### config.mk
export PLATFORM = sky130hd
export DESIGN_NAME = bus_ctl_status
export DESIGN_NICKNAME = d
export VERILOG_FILES = /design/src/bus_ctl_pkg.sv /design/src/bus_ctl_status.sv
export SDC_FILE = /design/constraint.sdc
export NUM_CORES = 1
export LEC_CHECK = 0
export BUFFER_PORTS_ARGS = -buffer_cell sky130_fd_sc_hd__clkbuf_2
export CAP_MARGIN = 20
export CORE_MARGIN = 2
export CORE_UTILIZATION = 25
export DETAILED_ROUTE_END_ITERATION = 7
export SLEW_MARGIN = 20
export SYNTH_ARGS = -nofsm -noshare
export SYNTH_HDL_FRONTEND = slang
export SYNTH_SLANG_ARGS = --single-unit
### constraint.sdc
create_clock -name clk_in -period 3.5 [get_ports clk_in]
set_clock_uncertainty 0.05 [all_clocks]
set_input_delay 0.875 -clock clk_in [delete_from_list [all_inputs] [get_ports clk_in]]
set_output_delay 0.875 -clock clk_in [all_outputs]
set_load 0.1 [all_outputs]
### src/bus_ctl_pkg.sv
// Constants and carriers for the serial bus control/status register block.
// Assumes one system clock; bus events arrive as one-cycle pulses.
package bus_ctl_pkg;

  // ****************************************
  // Register map
  // ****************************************
  localparam logic [7:0] CTL_ADDR = 8'hC0;
  localparam logic [7:0] CTL_PAGE = 8'h00;
  localparam logic [7:0] CTL_RESET = 8'h00;

  // ****************************************
  // Field positions
  // ****************************************
  localparam int ROLE_BIT = 7;
  localparam int TXDIR_BIT = 6;
  localparam int OPEN_BIT = 5;
  localparam int CLOSE_BIT = 4;
  localparam int ACKNOWLEDGE_REQUEST_BIT = 3;
  localparam int ARB_BIT = 2;
  localparam int ACK_BIT = 1;
  localparam int EVT_BIT = 0;

  // ****************************************
  // Carriers
  // ****************************************
  // Register access from the core
  typedef struct packed {
    logic wr;
    logic [7:0] addr;
    logic [7:0] page;
    logic [7:0] wdata;
    logic bit_wr;
    logic [2:0] bit_sel;
    logic bit_val;
  } sfr_req_s;

  // Bus engine event pulses
  typedef struct packed {
    logic start_gen;
    logic stop_gen;
    logic start_det;
    logic rstart_det;
    logic stop_det;
    logic addr_rcvd;
    logic slave_addressed;
    logic byte_sent;
    logic byte_rcvd;
    logic ack_cycle_done;
    logic ack_in;
    logic scl_low_at_cond;
    logic sda_low_on_one;
    logic data_written;
    logic frame_start;
  } bus_evt_s;

  // Commands to the bus engine
  typedef struct packed {
    logic gen_start;
    logic gen_stop;
    logic release_ev;
    logic hold_scl;
    logic ack_out;
  } bus_cmd_s;

endpackage : bus_ctl_pkg

### src/bus_ctl_status.sv
// Control and status register of the serial bus interface.
// Assumes a bus engine that pulses events and obeys the command outputs.
`timescale 1ns/1ns
`default_nettype none

module bus_ctl_status (
  // Clock and reset
  input wire logic clk_in,
  input wire logic rst_in,
  input wire logic ce_in,
  // Register access
  input wire bus_ctl_pkg::sfr_req_s req_in,
  output logic [7:0] rdata_out,
  // Configuration
  input wire logic auto_ack_enable_in,
  // Bus engine events
  input wire logic evt_valid_in,
  input wire bus_ctl_pkg::bus_evt_s evt_in,
  output logic evt_ready_out,
  // Commands to bus engine
  output bus_ctl_pkg::bus_cmd_s cmd_out
);

  // ****************************************
  // Event buffer
  // ****************************************
  logic [7:0] ctl_q;
  logic [7:0] ctl_d;
  logic stop_pending_q;
  bus_ctl_pkg::bus_evt_s buf_q [2];
  logic [1:0] cnt_q;
  logic rd_ptr_q;
  logic wr_ptr_q;
  wire logic buf_push = evt_valid_in && evt_ready_out;
  wire logic buf_valid = (cnt_q != 2'h0);
  wire logic stall = ctl_q[bus_ctl_pkg::EVT_BIT];
  wire logic buf_pop = buf_valid && !stall;
  wire bus_ctl_pkg::bus_evt_s ev = buf_q[rd_ptr_q];
  wire logic ev_ok = buf_pop && ce_in;

  assign evt_ready_out = (cnt_q != 2'h2);

  always_ff @(posedge clk_in) begin
    if (rst_in) begin
      cnt_q <= 2'h0;
      rd_ptr_q <= 1'b0;
      wr_ptr_q <= 1'b0;
    end else if (ce_in) begin
      if (buf_push) begin
        buf_q[wr_ptr_q] <= evt_in;
        wr_ptr_q <= !wr_ptr_q;
      end
      if (buf_pop) begin
        rd_ptr_q <= !rd_ptr_q;
      end
      cnt_q <= cnt_q + {1'b0, buf_push} - {1'b0, buf_pop};
    end
  end

  // ****************************************
  // Register decode
  // ****************************************
  wire logic sel = (req_in.addr == bus_ctl_pkg::CTL_ADDR) &&
    (req_in.page == bus_ctl_pkg::CTL_PAGE);
  wire logic byte_wr = sel && req_in.wr && !req_in.bit_wr;
  wire logic bit_wr = sel && req_in.bit_wr;
  // Merged image of software write, one bit or whole byte
  logic [7:0] wr_img;
  logic [7:0] wr_mask;
  always_comb begin
    wr_img = req_in.wdata;
    wr_mask = 8'h00;
    if (byte_wr) begin
      wr_mask = 8'hFF;
    end else if (bit_wr) begin
      wr_mask = 8'h01 << req_in.bit_sel;
      wr_img = {8{req_in.bit_val}};
    end
  end
  wire logic w_open = wr_mask[bus_ctl_pkg::OPEN_BIT];
  wire logic w_close = wr_mask[bus_ctl_pkg::CLOSE_BIT];
  wire logic w_ack = wr_mask[bus_ctl_pkg::ACK_BIT];
  wire logic w_evt = wr_mask[bus_ctl_pkg::EVT_BIT];
  wire logic evt_clear = w_evt && !wr_img[bus_ctl_pkg::EVT_BIT];

  // ****************************************
  // Event decode
  // ****************************************
  wire logic is_master = ctl_q[bus_ctl_pkg::ROLE_BIT];
  wire logic unwanted_rs = ev_ok && ev.rstart_det && is_master &&
    !ctl_q[bus_ctl_pkg::OPEN_BIT];
  wire logic arb_loss = unwanted_rs || (ev_ok && (ev.scl_low_at_cond ||
    ev.sda_low_on_one));
  wire logic stop_loss = arb_loss && ev.stop_det;
  wire logic hw_event = ev_ok && (ev.start_gen || ev.byte_sent ||
    ev.byte_rcvd || ev.addr_rcvd || ev.stop_det);

  // ****************************************
  // Next register value
  // ****************************************
  always_comb begin
    ctl_d = ctl_q;
    // Writable bits first, hardware overrides after
    if (w_open) ctl_d[bus_ctl_pkg::OPEN_BIT] = wr_img[bus_ctl_pkg::OPEN_BIT];
    if (w_close) begin
      ctl_d[bus_ctl_pkg::CLOSE_BIT] = wr_img[bus_ctl_pkg::CLOSE_BIT];
    end
    if (w_ack) ctl_d[bus_ctl_pkg::ACK_BIT] = wr_img[bus_ctl_pkg::ACK_BIT];
    if (w_evt) ctl_d[bus_ctl_pkg::EVT_BIT] = wr_img[bus_ctl_pkg::EVT_BIT];
    if (evt_clear) ctl_d[bus_ctl_pkg::ARB_BIT] = 1'b0;
    // Role
    if (ev_ok && ev.start_gen) ctl_d[bus_ctl_pkg::ROLE_BIT] = 1'b1;
    if ((ev_ok && ev.stop_gen) || arb_loss) begin
      ctl_d[bus_ctl_pkg::ROLE_BIT] = 1'b0;
    end
    // Direction
    if (ev_ok && ev.frame_start) begin
      ctl_d[bus_ctl_pkg::TXDIR_BIT] = ev.data_written;
    end
    if (ev_ok && ev.start_det) ctl_d[bus_ctl_pkg::TXDIR_BIT] = 1'b0;
    if (ev_ok && ev.start_gen) ctl_d[bus_ctl_pkg::TXDIR_BIT] = 1'b1;
    if (arb_loss) ctl_d[bus_ctl_pkg::TXDIR_BIT] = 1'b0;
    // Opening flag, set only
    if (ev_ok && ev.addr_rcvd && (ev.start_det || ev.rstart_det)) begin
      ctl_d[bus_ctl_pkg::OPEN_BIT] = 1'b1;
    end
    // Closing flag
    if (ev_ok && ev.stop_gen && stop_pending_q) begin
      ctl_d[bus_ctl_pkg::CLOSE_BIT] = 1'b0;
    end
    if ((ev_ok && ev.stop_det && ev.slave_addressed) || stop_loss) begin
      ctl_d[bus_ctl_pkg::CLOSE_BIT] = 1'b1;
    end
    // Ack request
    if (ev_ok && ev.ack_cycle_done) ctl_d[bus_ctl_pkg::ACKNOWLEDGE_REQUEST_BIT] = 1'b0;
    if (ev_ok && ev.byte_rcvd && !auto_ack_enable_in) begin
      ctl_d[bus_ctl_pkg::ACKNOWLEDGE_REQUEST_BIT] = 1'b1;
    end
    // Arbitration lost, set wins over clear
    if (arb_loss) ctl_d[bus_ctl_pkg::ARB_BIT] = 1'b1;
    // Incoming ack while transmitting
    if (ev_ok && ev.byte_sent) begin
      ctl_d[bus_ctl_pkg::ACK_BIT] = !ev.ack_in;
    end
    // Event flag, set wins over clear
    if (hw_event || arb_loss) ctl_d[bus_ctl_pkg::EVT_BIT] = 1'b1;
  end

  always_ff @(posedge clk_in) begin
    if (rst_in) begin
      ctl_q <= bus_ctl_pkg::CTL_RESET;
    end else if (ce_in) begin
      ctl_q <= ctl_d;
    end
  end

  // ****************************************
  // Command generation
  // ****************************************
  logic start_req_q;
  logic rel_q;

  always_ff @(posedge clk_in) begin
    if (rst_in) begin
      stop_pending_q <= 1'b0;
      start_req_q <= 1'b0;
      rel_q <= 1'b0;
    end else if (ce_in) begin
      rel_q <= evt_clear && stall;
      if (w_close && wr_img[bus_ctl_pkg::CLOSE_BIT] && is_master) begin
        stop_pending_q <= 1'b1;
      end else if (ev_ok && ev.stop_gen) begin
        stop_pending_q <= 1'b0;
      end
      if (w_open && wr_img[bus_ctl_pkg::OPEN_BIT]) begin
        start_req_q <= 1'b1;
      end else if (ev_ok && ev.start_gen) begin
        start_req_q <= 1'b0;
      end
    end
  end

  assign cmd_out.gen_stop = stop_pending_q;
  assign cmd_out.gen_start = start_req_q && !stop_pending_q;
  assign cmd_out.release_ev = rel_q;
  assign cmd_out.hold_scl = stall;
  // Outgoing ack: hardware uses ack bit whether auto or firmware supplied
  assign cmd_out.ack_out = ctl_q[bus_ctl_pkg::ACK_BIT];
  assign rdata_out = ctl_q;

  // ****************************************
  // Assertions
  // ****************************************
  property p_role_set;
    @(posedge clk_in) disable iff (rst_in)
    (ce_in && ev_ok && ev.start_gen && !arb_loss && !ev.stop_gen)
      |=> ctl_q[bus_ctl_pkg::ROLE_BIT];
  endproperty
  a_role_set: assert property (p_role_set)
    else $error("role flag not set on start");

  property p_txdir_loss;
    @(posedge clk_in) disable iff (rst_in)
    (ce_in && arb_loss) |=> !ctl_q[bus_ctl_pkg::TXDIR_BIT];
  endproperty
  a_txdir_loss: assert property (p_txdir_loss)
    else $error("direction not cleared on loss");

  property p_open_hold;
    @(posedge clk_in) disable iff (rst_in)
    (ctl_q[bus_ctl_pkg::OPEN_BIT] && !(ce_in && w_open))
      |=> ctl_q[bus_ctl_pkg::OPEN_BIT];
  endproperty
  a_open_hold: assert property (p_open_hold)
    else $error("opening flag cleared by hardware");

  property p_arb_clear;
    @(posedge clk_in) disable iff (rst_in)
    (ce_in && evt_clear && !arb_loss) |=> !ctl_q[bus_ctl_pkg::ARB_BIT];
  endproperty
  a_arb_clear: assert property (p_arb_clear)
    else $error("arbitration lost not cleared");

  property p_evt_set;
    @(posedge clk_in) disable iff (rst_in)
    (ce_in && (hw_event || arb_loss)) |=> ctl_q[bus_ctl_pkg::EVT_BIT];
  endproperty
  a_evt_set: assert property (p_evt_set)
    else $error("event flag not set");

  property p_stall;
    @(posedge clk_in) disable iff (rst_in)
    ctl_q[bus_ctl_pkg::EVT_BIT] |-> (cmd_out.hold_scl && !buf_pop);
  endproperty
  a_stall: assert property (p_stall)
    else $error("bus not stalled");

  property p_acknowledge_request;
    @(posedge clk_in) disable iff (rst_in)
    (ce_in && ev_ok && ev.byte_rcvd && !auto_ack_enable_in)
      |=> ctl_q[bus_ctl_pkg::ACKNOWLEDGE_REQUEST_BIT];
  endproperty
  a_acknowledge_request: assert property (p_acknowledge_request)
    else $error("ack request not set");

  property p_stop_first;
    @(posedge clk_in) disable iff (rst_in)
    stop_pending_q |-> !cmd_out.gen_start;
  endproperty
  a_stop_first: assert property (p_stop_first)
    else $error("start before pending stop");

  c_start: cover property (@(posedge clk_in) ev_ok && ev.start_gen);
  c_loss: cover property (@(posedge clk_in) arb_loss);
  c_full: cover property (@(posedge clk_in) !evt_ready_out);

endmodule // bus_ctl_status

`default_nettype wire

==> flow_metrics.py <==
metrics = {
    "yosys": {
        "avgSynthCellArea_sq_um": 11.88,
        "synth_cell_types": 54,
        "syn_inst": 179,
        "synthesis.area_sq_um": 2127,
        "synthDominantCellAreaShare_pct": 42.35,
        "postSynthRegisterBits": 46,
        "ys_top_cells_by_area": "edfxtp_1 42%, dfxtp_1 15%, mux2i_1 3.8%, o21ai_0 2.6%, a21oi_1 2.4%",
        "yosysSeqAreaShare_pct": 57.41,
        "yosysTopAreaCell": "edfxtp_1",
        "syn_nets": 231,
        "async_flop_share_pct": 0,
        "yosysWarnings": 0,
        "synth-main-ff-cell": "edfxtp_1",
        "synth_edf_count": 30,
    },
    "hold_path": {
        "hold_class": "reg -> reg",
        "holdPathEnd": "start_req_q$_SDFFE_PP0P_",
        "holdPathStages": 2,
        "worstHoldStart": "start_req_q$_SDFFE_PP0P_",
    },
    "critical_path": {
        "cp-end-kind": "register",
        "crit_fanout": 7,
        "r2r_setup_slack_ps": 1570,
        "critPathSlowestCell": "a2111oi_1",
        "r2r_cells": 5,
        "critPathArrivalTime_ps": 2470,
        "r2r_end": "rdata_out[6]$_SDFFE_PP0P_",
        "crit_chain": "clkbuf_2 -> nor4_2 -> nand4_1 -> a2111oi_1 -> nand2b_1 -> a21oi_1",
        "critPathKind": "in -> reg",
        "startpoint_type": "input pin",
        "required_ps": 3620,
        "slowest_delay_ps": 550,
    },
    "run_status": {
        "status": "completed",
    },
    "clocking": {
        "clk_pin_slew_worst_paths_ps": 90,
        "clock_path_buffers": 2,
        "cts_root_buffer": "clkbuf_8",
        "cts.hold.buffers_added": 0,
        "h-tree-depth": 2,
        "cts.sinks": 46,
        "cts.repair.resized": 0,
        "cts_made_buffers": 5,
        "clk_latency_ps": 290,
        "cts_tree": "done",
        "cts_setup_buffers": 0,
    },
    "floorplan": {
        "io-pin-count": 64,
        "dieArea_sq_um": 9262,
        "die_h_um": 96.24,
        "initial_utilization_pct": 25.89,
        "die_w_um": 96.24,
        "core_sq_um": 8217,
        "row_count": 33,
    },
    "timing": {
        "tightestPinTransition_ps": 758.4,
        "fin_crit_sh_pct": 67.19,
        "final_hold_viol_count": 0,
        "fin_ws_ps": 1148,
        "rsz0062_at_grt": "no",
        "max_freq_mhz": 425.2,
        "setup_viol": 0,
        "drv_slew": 0,
        "tns_ps": 0,
        "relSlewSlack_pct": 49.29,
        "period_needed_ps": 2352,
    },
    "place": {
        "hpwlAfterDp_um": 3528,
        "io_buffers": 59,
        "gp_congestion": 0.7384,
        "pre_cts_ws_ps": 788.2,
    },
    "layout": {
        "drive_above_1_share_pct": 35.29,
        "seqCellArea_sq_um": 1221,
        "syn_to_final_growth_pct": 24.00,
        "layout.nets": 289,
        "n_antenna_cell": 0,
        "nFillCells": 840,
        "multi_input_area_sq_um": 832.0,
    },
    "power": {
        "clock_power_share_pct": 22.6,
        "p_int_mw": 1.005,
        "peakVddDrop_mv": 0.2687,
        "power_frac_comb_pct": 34.9,
        "power_frac_seq_pct": 42.6,
        "p_per_area_nw_per_um2": 612.3,
        "swShare_pct": 37.75,
        "power_switching_uw": 609.6,
        "p_leak_nw": 0.9922,
    },
    "grt": {
        "met1_usage_pct": 13.61,
        "grt_usage_pct": 10.11,
        "use_met2_pct": 16.09,
        "first_global_vias": 1502,
        "grt_max_degree": 19,
        "globalRouteMet3Util_pct": 2.741,
        "grt_pass1_wl_um": 7107,
        "gr-total-overflow": 0,
        "antenna_found_initial": 0,
        "grt.busiest_layer": "met2",
    },
    "route": {
        "firstDrtPassIters": 4,
        "drc": 0,
        "viasPerCell": 4.601,
        "vias": 1578,
        "ant_nets": 0,
        "drt-total-wl_um": 4603,
        "drtIter0Drc": 63,
        "wl_per_cell_um": 13.42,
    },
    "flow_run": {
        "drv_cap": 0,
    },
}
[state kept, by name, indices dropped and copies added, names as in the netlist, named ones only]
signal and count:
buf_q 30, rd_ptr_q 1, start_req_q 1, rel_q 1, stop_pending_q 1, rdata_out 8
cnt_q 2, wr_ptr_q 1
[worst max-delay path: cells and delay by family]
family,cells,cell delay [ps]
and+or+nand+nor,3,900
AOI/OAI and AO/OA,2,610
buffers and inverters,1,90
[power by group through the flow]
stage	combinational [mW]	clock, mW	sequential (mW)
after CTS	0.568	0.371	0.688
after floorplan	0.330	0	0.813
final	0.563	0.364	0.688
after detailed placement	0.566	0	0.700
after global placement	0.554	0	0.698
after global routing	0.612	0.397	0.697
[metal layers]
metal,part of all wire (%),wire length (um),up-vias
met4,0.65,30,0
li1,-,-,787
met3,7.9,363,2
met1,49,2237,733
met2,43,1971,56
met5,0,0,-
[worst max path at each step]
stage	start	to	slack (ps)
after floorplan	cnt_q[0]$_SDFFE_PP0P_	buf_q[1][0]$_DFFE_PP_	390
after detailed placement	req_in[22]	rdata_out[2]$_SDFFE_PP0P_	790
after global placement	req_in[22]	rdata_out[2]$_SDFFE_PP0P_	840
after CTS	req_in[22]	rdata_out[2]$_SDFFE_PP0P_	1090
after global routing	req_in[22]	rdata_out[2]$_SDFFE_PP0P_	1000
final	req_in[22]	rdata_out[2]$_SDFFE_PP0P_	1150
[cells in the mapped netlist (5+ instances only)]
cell type / count
edfxtp_1: 30
dfxtp_1: 16
nor2_1: 13
o21ai_0: 11
a21oi_1: 10
mux2i_1: 8
nand2_1: 8
inv_1: 7
clkbuf_1: 5
[cell families (layout without fill, tap and decap cells)]
group | count (synthesis) | after routing | synth area share, %
DFF | 46 | 46 | 57.41
and+or+nand+nor | 56 | 56 | 17.59
buffers and inverters | 18 | 77 | 3.941
muxes | 9 | 9 | 4.294
xor gates and xnor gates | 4 | 4 | 1.647
adders and majority gates | 2 | 2 | 1.176
AOI/OAI and AO/OA | 44 | 44 | 13.94
[cell usage in the layout (no fill, tap or decap), types with 2 or more instances in the layout]
| master | Yosys | routed |
|---|---|---|
| nand2_1 | 8 | 8 |
| a31oi_1 | 2 | 2 |
| clkbuf_2 | 0 | 59 |
| nand3_1 | 2 | 2 |
| clkbuf_4 | 0 | 2 |
| buf_4 | 4 | 3 |
| a21oi_1 | 10 | 10 |
| a21o_1 | 2 | 2 |
| inv_1 | 7 | 7 |
| o21ba_2 | 2 | 2 |
| o21ai_0 | 11 | 11 |
| edfxtp_1 | 30 | 30 |
| nor2_1 | 13 | 13 |
| o32ai_1 | 2 | 2 |
| a211oi_1 | 4 | 4 |
| mux2i_1 | 8 | 8 |
| xnor2_1 | 3 | 3 |
| ha_1 | 2 | 2 |
| dfxtp_1 | 16 | 16 |
| nor3_1 | 4 | 3 |
| clkbuf_8 | 0 | 5 |
| nor4b_4 | 2 | 2 |
| nand2b_1 | 3 | 3 |
| nor2b_1 | 4 | 4 |
| nor4_1 | 3 | 3 |
[stage by stage]
| stage | total power [mW] | std cells | utilization [%] | hold slack (ps) | cell area (sq um) |
|---|---|---|---|---|---|
| floorplan | 1.143 | 179 | - | 394.6 | 2127 |
| global placement | 1.252 | 335 | 30.78 | 411.4 | 2529 |
| detailed placement | 1.266 | 335 | 30.78 | 412.6 | 2529 |
| CTS | 1.627 | 343 | 32.10 | 423.5 | 2638 |
| global route | 1.707 | 343 | 32.10 | 474.2 | 2638 |
| finish | 1.615 | 343 | 32.10 | 422.1 | 2638 |
[area by class of cell]
cell class / instances / share of cell area [%]
multi-input cells: 115 / 31.55
repair buffers: 62 / 12.05
well taps: 105 / 4.981
inverters: 7 / 0.9962
clock buffers: 8 / 4.127
flip-flops and latches: 46 / 46.30
Power figures use the tool's default switching activity.
